[src/verilog/iepr_regs.vh]
/*
 Constants for the interrupt enable and priority register bank:
 register addresses, reset values, fixed read bits, source count and index width.
 Assumes it is included by bare name from the design files.
*/
// What this block does
// - Priority register top two bits read one
// - Bits 5,4 set Timer 2, UART level
// - Bits 3-0 set Timer1, pin1, Timer0, pin0 level
// - Enable A bits 7-4 gate comparator edges
// - Enable A bits 3-0 gate PCA, window, SMBus, SPI
// - Enable B bit 7 gates crystal ok
// - Enable B bit 6 reserved, reads zero
// - Enable B bits 5-2 gate pins 7-4
// - Enable B bits 1,0 gate ADC done, Timer3
// - Level A bits 7-4 set comparator levels
// - Level A bits 3-0 set PCA..SPI levels
// - Global gate clear blocks every source
// - High preempts low, high never preempted
// - Higher level wins, then fixed source order
// - Masked requests decoded every clock cycle
`ifndef IEPR_REGS_VH
`define IEPR_REGS_VH

// Register addresses on the special function register port
`define IEPR_ADDR_CORE_PRIO 8'hb8
`define IEPR_ADDR_ENABLE_A 8'he6
`define IEPR_ADDR_ENABLE_B 8'he7
`define IEPR_ADDR_LEVEL_A 8'hf6

// Reset values
`define IEPR_RST_CORE_PRIO 6'h00
`define IEPR_RST_ENABLE_A 8'h00
`define IEPR_RST_ENABLE_B 8'h00
`define IEPR_RST_LEVEL_A 8'h00

// Fixed read values
`define IEPR_CORE_PRIO_TOP 2'h3
`define IEPR_RESERVED_BIT 6
`define IEPR_UNMAPPED_READ 8'h00

// Source count and index width
`define IEPR_NUM_SRC 22
`define IEPR_IDX_W 5
`define IEPR_CORE_SRC 6

`endif

[src/verilog/iepr_prio_enc.v]
/*
 Fixed order priority encoder: lowest numbered active request wins.
 Assumes a purely combinational use inside the interrupt bank.
*/
`timescale 1ns/100ps
module iepr_prio_enc
#(
	parameter N = 22,
	parameter W = 5
)
(
	// Request vector
	input wire [N-1:0] req_in,
	// Result
	output reg any_out,
	output reg [W-1:0] idx_out
);

	integer i; // Scan index

	// Scan from the top down so the lowest index is the last one kept
	always @*
	begin
		any_out = 1'b0;
		idx_out = {W{1'b0}};
		for (i = N - 1; i >= 0; i = i - 1)
		begin
			if (req_in[i])
			begin
				any_out = 1'b1;
				idx_out = i[W-1:0];
			end
		end
	end

endmodule // iepr_prio_enc

[src/verilog/iepr_bank.v]
/*
 Interrupt enable and priority register bank with level arbitration.
 Holds the basic priority register, two extended enable registers and
 the first extended priority register, masks the pending flags and
 offers the winning source to the core.
 Assumes pending flags, the global gate, the core enables and the
 second priority byte come from logic on the same clock, and that the
 core pulses an accept when it takes the offered vector and a return
 pulse when a service routine ends.
*/
`timescale 1ns/100ps
`include "iepr_regs.vh"
module iepr_bank
#(
	parameter NSRC = `IEPR_NUM_SRC,
	parameter IW = `IEPR_IDX_W
)
(
	// Clock and reset
	input wire clk_in,
	input wire nrst_in,
	// Special function register port
	input wire [7:0] sfr_addr_in,
	input wire sfr_wr_in,
	input wire [7:0] sfr_wdata_in,
	output wire sfr_sel_out,
	output reg [7:0] sfr_rdata_out,
	// Gates and levels held outside this bank
	input wire global_irq_gate_in,
	input wire [5:0] core_irq_enable_in,
	input wire [7:0] periph_irq_level_b_in,
	// Peripheral pending flags, vector order
	input wire [NSRC-1:0] irq_pend_in,
	// Core handshake
	input wire irq_accept_in,
	input wire irq_return_in,
	output reg irq_req_out,
	output reg [IW-1:0] irq_vec_out,
	output reg irq_high_out,
	output reg [NSRC-1:0] irq_masked_out,
	output reg [1:0] irq_active_out
);

	// Software visible registers
	reg [5:0] core_irq_priority; // Low six bits only
	reg [7:0] periph_irq_enable_a; // Comparator and serial masks
	reg [7:0] periph_irq_enable_b; // Bit 6 held at zero
	reg [7:0] periph_irq_level_a; // Comparator and serial levels

	// Service state: bit 1 high routine, bit 0 low routine
	reg active_high;
	reg active_low;

	// Decode results
	wire [NSRC-1:0] src_mask; // Per source enable
	wire [NSRC-1:0] src_level; // Per source high level
	wire [NSRC-1:0] masked; // Enabled pending requests
	wire [NSRC-1:0] hi_req; // Enabled high level requests
	wire [NSRC-1:0] lo_req; // Enabled low level requests
	wire hi_any;
	wire lo_any;
	wire [IW-1:0] hi_idx;
	wire [IW-1:0] lo_idx;
	reg next_req; // Offer for the next cycle
	reg [IW-1:0] next_vec;
	reg next_high;
	reg [7:0] next_rdata;
	wire offer_taken; // Core takes the standing offer this cycle

	// Address match helper used by the port select only
	function is_mapped;
		input [7:0] addr;
		begin
			is_mapped = (addr == `IEPR_ADDR_CORE_PRIO) ||
				(addr == `IEPR_ADDR_ENABLE_A) ||
				(addr == `IEPR_ADDR_ENABLE_B) ||
				(addr == `IEPR_ADDR_LEVEL_A);
		end
	endfunction

	// Write strobe for one address
	function wr_hit;
		input wr;
		input [7:0] addr;
		input [7:0] target;
		begin
			wr_hit = wr && (addr == target);
		end
	endfunction

	// Port select is combinational so the core sees a claim at once
	assign sfr_sel_out = is_mapped(sfr_addr_in);

	// Register writes; new values steer masking from the next cycle
	always @(posedge clk_in)
	begin
		if (!nrst_in)
		begin
			core_irq_priority <= `IEPR_RST_CORE_PRIO;
			periph_irq_enable_a <= `IEPR_RST_ENABLE_A;
			periph_irq_enable_b <= `IEPR_RST_ENABLE_B;
			periph_irq_level_a <= `IEPR_RST_LEVEL_A;
		end
		else
		begin
			// Top two written bits are dropped
			if (wr_hit(sfr_wr_in, sfr_addr_in, `IEPR_ADDR_CORE_PRIO))
				core_irq_priority <= sfr_wdata_in[5:0];
			if (wr_hit(sfr_wr_in, sfr_addr_in, `IEPR_ADDR_ENABLE_A))
				periph_irq_enable_a <= sfr_wdata_in;
			// Reserved bit never stores a one
			if (wr_hit(sfr_wr_in, sfr_addr_in, `IEPR_ADDR_ENABLE_B))
			begin
				periph_irq_enable_b <= sfr_wdata_in &
					~(8'h01 << `IEPR_RESERVED_BIT);
			end
			if (wr_hit(sfr_wr_in, sfr_addr_in, `IEPR_ADDR_LEVEL_A))
				periph_irq_level_a <= sfr_wdata_in;
		end
	end

	// Read data mux, registered
	always @*
	begin
		case (sfr_addr_in)
			`IEPR_ADDR_CORE_PRIO:
				next_rdata = {`IEPR_CORE_PRIO_TOP, core_irq_priority};
			`IEPR_ADDR_ENABLE_A:
				next_rdata = periph_irq_enable_a;
			`IEPR_ADDR_ENABLE_B:
				next_rdata = periph_irq_enable_b;
			`IEPR_ADDR_LEVEL_A:
				next_rdata = periph_irq_level_a;
			default:
				next_rdata = `IEPR_UNMAPPED_READ;
		endcase
	end

	always @(posedge clk_in)
	begin
		if (!nrst_in)
			sfr_rdata_out <= `IEPR_UNMAPPED_READ;
		else
			sfr_rdata_out <= next_rdata;
	end

	// Enables in vector order: core six, enable A, enable B
	// Enable A: 0 SPI, 1 SMBus, 2 window, 3 PCA, 4-7 comparator edges
	// Enable B: 0 Timer3, 1 ADC done, 2-5 pins 4-7, 6 none, 7 crystal
	assign src_mask = {periph_irq_enable_b, periph_irq_enable_a,
		core_irq_enable_in};

	// Levels in vector order; core six follow the priority bit order
	assign src_level = {periph_irq_level_b_in, periph_irq_level_a,
		core_irq_priority};

	// Global gate overrides every individual mask
	assign masked = irq_pend_in & src_mask &
		{NSRC{global_irq_gate_in}};
	assign hi_req = masked & src_level;
	assign lo_req = masked & ~src_level;

	// Fixed order encoders, one per level
	iepr_prio_enc #(
		.N(NSRC),
		.W(IW)
	) u_hi_enc (
		.req_in(hi_req),
		.any_out(hi_any),
		.idx_out(hi_idx)
	);

	iepr_prio_enc #(
		.N(NSRC),
		.W(IW)
	) u_lo_enc (
		.req_in(lo_req),
		.any_out(lo_any),
		.idx_out(lo_idx)
	);

	// An offer counts as taken only while it stands
	assign offer_taken = irq_accept_in && irq_req_out;

	// Pick the offer allowed by the routine now in service
	always @*
	begin
		next_req = 1'b0;
		next_vec = {IW{1'b0}};
		next_high = 1'b0;
		if (active_high || offer_taken)
		begin
			// High routine runs to its end untouched; a taken offer
			// is withdrawn at once so it cannot be taken twice
			next_req = 1'b0;
		end
		else if (hi_any)
		begin
			// High level beats low, also during a low routine
			next_req = 1'b1;
			next_vec = hi_idx;
			next_high = 1'b1;
		end
		else if (lo_any && !active_low)
		begin
			// Low offered only when nothing is in service
			next_req = 1'b1;
			next_vec = lo_idx;
		end
	end

	// Offer is resampled on every clock
	always @(posedge clk_in)
	begin
		if (!nrst_in)
		begin
			irq_req_out <= 1'b0;
			irq_vec_out <= {IW{1'b0}};
			irq_high_out <= 1'b0;
			irq_masked_out <= {NSRC{1'b0}};
		end
		else
		begin
			irq_req_out <= next_req;
			irq_vec_out <= next_vec;
			irq_high_out <= next_high;
			irq_masked_out <= masked;
		end
	end

	// Service tracking; an accept in the return cycle wins
	always @(posedge clk_in)
	begin
		if (!nrst_in)
		begin
			active_high <= 1'b0;
			active_low <= 1'b0;
		end
		else
		begin
			if (irq_return_in)
			begin
				// Innermost routine ends first
				if (active_high)
					active_high <= 1'b0;
				else
					active_low <= 1'b0;
			end
			if (offer_taken)
			begin
				if (irq_high_out)
					active_high <= 1'b1;
				else
					active_low <= 1'b1;
			end
		end
	end

	// Expose service state to the core
	always @*
	begin
		irq_active_out = {active_high, active_low};
	end

endmodule // iepr_bank

[config.mk]
export PLATFORM = sky130hd
export DESIGN_NAME = iepr_bank
export DESIGN_NICKNAME = d
export VERILOG_FILES = /design/src/verilog/iepr_prio_enc.v /design/src/verilog/iepr_bank.v
export VERILOG_INCLUDE_DIRS = /design/src /design/src/verilog
export SDC_FILE = /design/constraint.sdc
export NUM_CORES = 1
export LEC_CHECK = 0
export ABC_AREA = 1
export BUFFER_PORTS_ARGS = -buffer_cell sky130_fd_sc_hd__buf_2
export CORE_MARGIN = 2
export CORE_UTILIZATION = 48
export CTS_CLUSTER_SIZE = 16
export DETAILED_ROUTE_END_ITERATION = 10
export MAX_ROUTING_LAYER = met4
export PLACE_DENSITY_LB_ADDON = 0.3
export SLEW_MARGIN = 20
export SYNTH_ARGS = -nofsm -noshare
export SYNTH_HDL_FRONTEND = slang
export SYNTH_SLANG_ARGS = --single-unit
[constraint.sdc]
create_clock -name clk_in -period 3.4 [get_ports clk_in]
set_input_delay 0.85 -clock clk_in [delete_from_list [all_inputs] [get_ports clk_in]]
set_output_delay 0.85 -clock clk_in [all_outputs]
set_load 0.02 [all_outputs]
==> results of run 1 <==
[flip-flops by register name, summed over array words and instances, names as in the netlist, 5 cells and up]
register and cells:
sfr_rdata_out 8, irq_masked_out 21, periph_irq_level_a 8, core_irq_priority 6, irq_vec_out 5, periph_irq_enable_a 8
periph_irq_enable_b 7
[cell usage in the layout, fill, tap and decap left out, types with 5 or more instances in the layout]
master,n
nand3_2,12
a221oi_1,5
inv_1,85
nand2_1,103
nand4_1,9
dfxtp_1,67
buf_2,94
a21oi_1,36
o22ai_1,6
clkbuf_8,10
nor2_1,82
o21ai_0,22
nand3_1,17
[final timing paths]
| kind | cells past startpoint | slack [ns] | from | end |
|---|---|---|---|---|
| worst min register to register | 2 | 0.47 | irq_high_out | active_high |
| worst max register to register | 22 | 1.46 | periph_irq_enable_b[7] | irq_vec_out[0] |
| worst max-delay path | 6 | 0.70 | sfr_addr_in[7] | sfr_sel_out |
| worst min-delay path | 2 | 0.47 | irq_high_out | active_high |
[final cells by class]
class	instances	area, um^2
sequential	67	1341
clock inverter	6	136.4
tap	80	100.1
multi-input combinational	317	1510
clock buffer	10	137.6
inverter	86	322.8
timing repair buffer	96	485.5
fill	630	2685
[power breakdown]
group	total (W)	switching, W	internal (W)
sequential	0.000793	0.00000232	0.000790
clock	0.000906	0.000323	0.000582
combinational	0.000120	0.0000767	0.0000433
[per-layer routing]
metal	part of all wire [%]	track usage (%)
met3	4.8	4.381
met5	0	-
met2	49	42.66
met1	44	30.31
met4	1.4	8.381
[through the flow]
stage	total power, W	std cells
6_report	0.001818	662
5_1_grt	0.001868	662
4_1_cts	0.001825	662
3_5_place_dp	0.0009297	646
3_3_place_gp	0.0009281	646
2_1_floorplan	0.0008782	487
[critical path: stages]
cell and delay, ns:
buf_2 0.09, nand2_1 0.06, nor3b_1 0.26, nand2_1 0.24, nand4_1 0.17, buf_2 0.18
[cell families (layout without fill, tap and decap cells)]
| group | after synthesis | count (layout) | synth area share, % |
|---|---|---|---|
| other | 1 | 1 | 0.1143 |
| flip-flops | 67 | 67 | 40.88 |
| AND/OR/NAND/NOR | 237 | 237 | 32.42 |
| AO/OA/AOI/OAI | 79 | 79 | 13.50 |
| buffers and inverters | 103 | 198 | 13.08 |
[cell usage after synthesis]
master,instances
a211oi_1,4
a21oi_1,36
a221oi_1,5
a31oi_1,4
buf_1,4
buf_12,1
buf_4,3
buf_6,2
clkbuf_1,7
clkinv_1,1
conb_1,1
dfxtp_1,67
inv_1,85
nand2_1,103
nand3_1,17
nand3_2,12
nand3_4,1
nand4_1,9
nor2_1,82
nor2_2,4
nor3_1,3
nor3_2,1
nor3b_1,2
nor4_1,1
nor4_2,1
o21ai_0,22
o21bai_1,1
o221ai_1,1
o22ai_1,6
or2_2,1
==> impl_metrics.toml, run 1 <==
[grt]
grt_max_degree = 28
antenna_found_initial = 0
groute.usage.overall_pct = 25.18
global_route.overflow_total = 0
grt_pass1_wl_um = 14150
via_count_of_the_first_global_routing_pass = 3100

[sta]
min_period_ns = 2.701
rsz_0062_raised_after_global_routing = "false"
finalMaxSlewViolations = 0
timing.setup.tns_ns = 0
finalSetupViolations = 0
timing.hold.ws_ns = 0.4674
worst-slew-pin-transition_ns = 0.6805
timing.fmax_mhz = 370.2
layout_setup_ws_ns = 0.6987
post-route-period-util_pct = 79.45
final_hold_viol_count = 0
worst_slew_margin_rel_pct = 54.63
clock-skew-final_ns = 0.008820

[cts]
cts_tree = "yes"
h-tree-depth = 3
clock-root-buffer = "clkbuf_8"
post_cts_buffers = 0
cts.reportedPaths.clkPinSlew_ns = 0.07
post_cts_resized = 0
cts_max_path_buffers = 2
cts-buffers-inserted = 9
cts_sinks = 67
clock_insertion_delay_worst_skew_ns = 0.36
postCtsHoldBufs = 0

[critical_path]
cp_data_required_time_ns = 2.55
cp-end-kind = "output port"
cp_max_fo = 6
setup.worst_path.start_class = "primary input"
critPathKind = "in2out"
critPathArrivalTime_ns = 1.85

[floorplanning]
io_pins = 98
core_um2 = 6719
fp.dieW_um = 86.67
die_h_um = 86.67
initial_standard_cell_utilization_of_the_core_pct = 48.83
placementRows = 30
die_area_um2 = 7512

[finish]
area.growth.synth_to_final_pct = 22.96
final_layout_size_suffix_gt1_share_pct = 22.68
antennaDiodeCount = 0
final_util_pct = 60.04
layout.nets = 635
stdcell_area_um2 = 4034

[placed_design]
post-dp-hpwl_um = 6507
placed_cell_area_um2 = 3760
gp_congestion = 0.9324
buffer_ports.inserted = 94
preCtsSetupSlack_ns = 0.4410

[routing]
vias_per_cell = 4.976
detail_route.first_pass.iterations = 5
route.antenna.remaining_nets = 0
drt-total-wl_um = 8817
per_cell_routed_wire_length_um = 13.32
drt_iter0_markers = 163
drc = 0
vias = 3294

[logic_synthesis]
part_of_the_yosys_area_used_for_sequential_elements_pct = 40.88
post_synth_main_area_contributors = "dfxtp_1, nand2_1, inv_1"
mappedNetlistArea_um2 = 3281
synth_top_area_cell = "dfxtp_1"
netlist.area_leader.share_pct = 40.88
synth.avg_cell_area_um2 = 6.736
synthesis.nets = 545
synth_cell_type_count = 30
netlist_instances = 487
synth.ff_latch_count = 67
yosys_warnings = 0

[outcome]
status = "complete, no violations"

[flow_run]
timing.max_cap.violations = 0

[pwr]
total_leakage_power_nw = 1.941
power_per_cell_area_nw_per_um2 = 450.7
peakVddDrop_mv = 0.2449

[hold_path]
min-delay-path-class = "reg2reg"
Note: power is estimated with default switching activity, not from simulation.
==> run 2: changes to the inputs <==
Settings changed: ABC_AREA 1 to 0.
Clock period 3.4 ns to 2.5 ns, I/O delays scaled along.
==> run 2 against run 1 <==
Compared with the run above: first-iteration DRC count rose by 23%; die area fell by 0.79%; flip-flop and latch count did not move; routed wire length rose by 14%; sequential power rose by 36%; clock skew rose by 0.0028 ns; cell area rose by 9.4%; clock power rose by 9.2%; non-clock buffer count rose by 60; utilization rose by 6.0 points; via count rose by 4.0%.
==> impl_metrics.toml, run 2 <==
[finish]
layout.cells.most_common = "buf_2"
stdcell_area_um2 = 4412
final_util_pct = 66.03
registers.top_by_ff_count = "irq_masked_out"
area.growth.synth_to_final_pct = 35.62
final_layout_size_suffix_gt1_share_pct = 36.53
antennaDiodeCount = 0
layout.nets = 585
largest_register_ff_count = 21
layout_common_cells = "buf_2, dfxtp_1, buf_4"

[sta]
rsz_0062_raised_after_global_routing = "false"
post-route-period-util_pct = 93.80
min_period_ns = 2.345
worst-slew-pin-transition_ns = 0.5562
timing.fmax_mhz = 426.4
finalMaxSlewViolations = 0
final_hold_viol_count = 0
worst_slew_margin_rel_pct = 62.92
finalSetupViolations = 0
timing.setup.tns_ns = 0
clock-skew-final_ns = 0.01163

[critical_path]
path_cells = "buf_2, buf_12, buf_4, nand4_1, nand4_1, nor2_2, nand3_2, a311o_1, or3_1, o31ai_2"
r2r_setup_slack_ns = 0.35
timing.critical_path.slowest_cell_delay_ns = 0.37
critPathKind = "in2reg"
cp_max_fo = 14
setup.worst_path.start_class = "primary input"
crit_family = "simple AND/OR/NAND/NOR gates"
r2r.worst_path.cells = 7
critPathSlowestCell = "a311o_1"
cpMostUsedCell = "nand4_1"
cp-startpoint = "global_irq_gate_in"
critPathArrivalTime_ns = 2.60
cp.buffers_inverters = 3
cp-end-kind = "register"
worst_r2r_startpoint = "periph_irq_enable_a[5]"
cp_data_required_time_ns = 2.75
rr_endpoint = "irq_vec_out[2]"
timing.critical_path.depth = 10
critical_path.endpoint = "irq_vec_out[2]"

[logic_synthesis]
synth_common_cells = "dfxtp_1, nor2_1, nand2_1"
synth_top_area_cell = "dfxtp_1"
netlist_instances = 381
synth_compound_area_share_pct = 14.65
synthesis.nets = 439
synth_edf_count = 0
synth_cell_type_count = 56
synthMostInstantiatedCell = "dfxtp_1"
combinational_family_with_the_most_area_after_synthesis = "simple AND/OR/NAND/NOR gates"
part_of_the_yosys_area_used_for_sequential_elements_pct = 41.23
multiplexer_fraction_of_the_synthesized_cell_area_pct = 7.038
synthFlopType = "dfxtp_1"
netlist.area_leader.share_pct = 41.23
yosys.area_share.simple_pct = 32.42
mappedNetlistArea_um2 = 3253
post_synth_main_area_contributors = "dfxtp_1, nor2_1, nand2_1"
synth-xor-area-share_pct = 0.2692
yosys.area_share.adder_pct = 0
yosys_warnings = 0
synth.avg_cell_area_um2 = 8.538
synth.ff_latch_count = 67
asyncSetResetFlopFracSynth_pct = 0

[floorplanning]
core_um2 = 6681
die_h_um = 86.33
fp.dieW_um = 86.33
io_pins = 98
placementRows = 30
die_area_um2 = 7452
initial_standard_cell_utilization_of_the_core_pct = 48.69

[cts]
clock-root-buffer = "clkbuf_8"
clock_insertion_delay_worst_skew_ns = 0.34
cts_tree = "yes"
post_cts_buffers = 0
cts_sinks = 67
cts.reportedPaths.clkPinSlew_ns = 0.07
cts-buffers-inserted = 9
cts_max_path_buffers = 2
postCtsHoldBufs = 0
h-tree-depth = 3
post_cts_resized = 0

[routing]
vias_per_cell = 5.606
drt-total-wl_um = 10080
detail_route.first_pass.iterations = 5
drt_iter0_markers = 201
route.antenna.remaining_nets = 0
drc = 0
per_cell_routed_wire_length_um = 16.50
vias = 3425

[flow_run]
timing.max_cap.violations = 0

[pwr]
peakVddDrop_mv = 0.3312
power_per_cell_area_nw_per_um2 = 512.1
tot_pwr_w = 0.002259
total_leakage_power_nw = 1.957

[grt]
groute.usage.overall_pct = 29.04
grt_max_degree = 38
antenna_found_initial = 0
via_count_of_the_first_global_routing_pass = 3356
global_route.overflow_total = 0
grt_pass1_wl_um = 16480

[hold_path]
min-delay-path-class = "reg2reg"

[placed_design]
gp_congestion = 0.9052
buffer_ports.inserted = 94
placed_cell_area_um2 = 4197
post-dp-hpwl_um = 7925

[outcome]
status = "complete, no violations"
[run 2: changes by cell type after synthesis, moves of 7 or more]
cell | previous run | this run
mux2i_1 | 0 | 15
o21ai_0 | 22 | 8
nor2_1 | 82 | 59
nand3_2 | 12 | 1
inv_1 | 85 | 4
nand2_1 | 103 | 43
a21oi_1 | 36 | 20
and4b_1 | 0 | 8
mux2_2 | 0 | 7
nand3_1 | 17 | 28
nand4_1 | 9 | 17
[run 2: report_power, final]
part | internal (W) | total (W) | switching, W
clock | 0.000580 | 0.000989 | 0.000410
combinational | 0.0000801 | 0.000192 | 0.000112
sequential | 0.00107 | 0.00108 | 0.00000405
[run 2: how the worst min path moves through the flow]
stage                           end  slack (ns)                   start  cells after the start
2_1_floorplan    irq_masked_out[14]        0.44  periph_irq_enable_b[0]                      2
3_3_place_gp     irq_masked_out[11]        0.48  periph_irq_enable_a[5]                      2
3_5_place_dp     irq_masked_out[11]        0.48  periph_irq_enable_a[5]                      2
4_1_cts          irq_masked_out[11]        0.49  periph_irq_enable_a[5]                      2
5_1_grt          irq_masked_out[11]        0.52  periph_irq_enable_a[5]                      2
6_report       core_irq_priority[1]        0.50    core_irq_priority[1]                      2
[run 2: stage by stage]
stage / std cells / hold WS [ns] / worst slack (ns)
final: 611 / 0.4983 / 0.1549
after global routing: 611 / 0.5223 / 0.03428
after global placement: 596 / 0.4814 / -0.1246
after floorplan: 381 / 0.4406 / 0.07661
after CTS: 611 / 0.4918 / 0.1544
after detailed placement: 596 / 0.4835 / -0.1966
[run 2: logic make-up (layout without fill, tap and decap cells)]
| family | Yosys count | after routing |
|---|---|---|
| other | 1 | 1 |
| buffers and inverters | 25 | 175 |
| AND/OR/NAND/NOR | 197 | 197 |
| flip-flops | 67 | 67 |
| AO/OA/AOI/OAI | 68 | 68 |
| XOR/XNOR | 1 | 1 |
| multiplexers | 22 | 22 |
[run 2: area by class of cell]
class,count,area [um^2]
clock buffer,10,137.6
clock inverter,5,77.57
fill,596,2270
inverter,4,15.01
multi-input combinational,289,1779
sequential,67,1341
tap,80,100.1
timing repair buffer,156,960.9
[run 2: worst register-to-register path, cell delays in order (launching register included)]
cell	delay (ns)
dfxtp_1	0.41
nand3_1	0.11
o21ai_0	0.30
or2_1	0.18
nor2_1	0.07
a311o_1	0.39
or3_1	0.36
o31ai_2	0.23
[run 2: layer usage]
metal	routed length, um	GRT usage (%)	up-vias
li1	-	-	1684
met1	4708	38.51	1614
met2	4657	44.97	110
met3	521	3.905	17
met4	195	11.51	0
met5	0	-	-
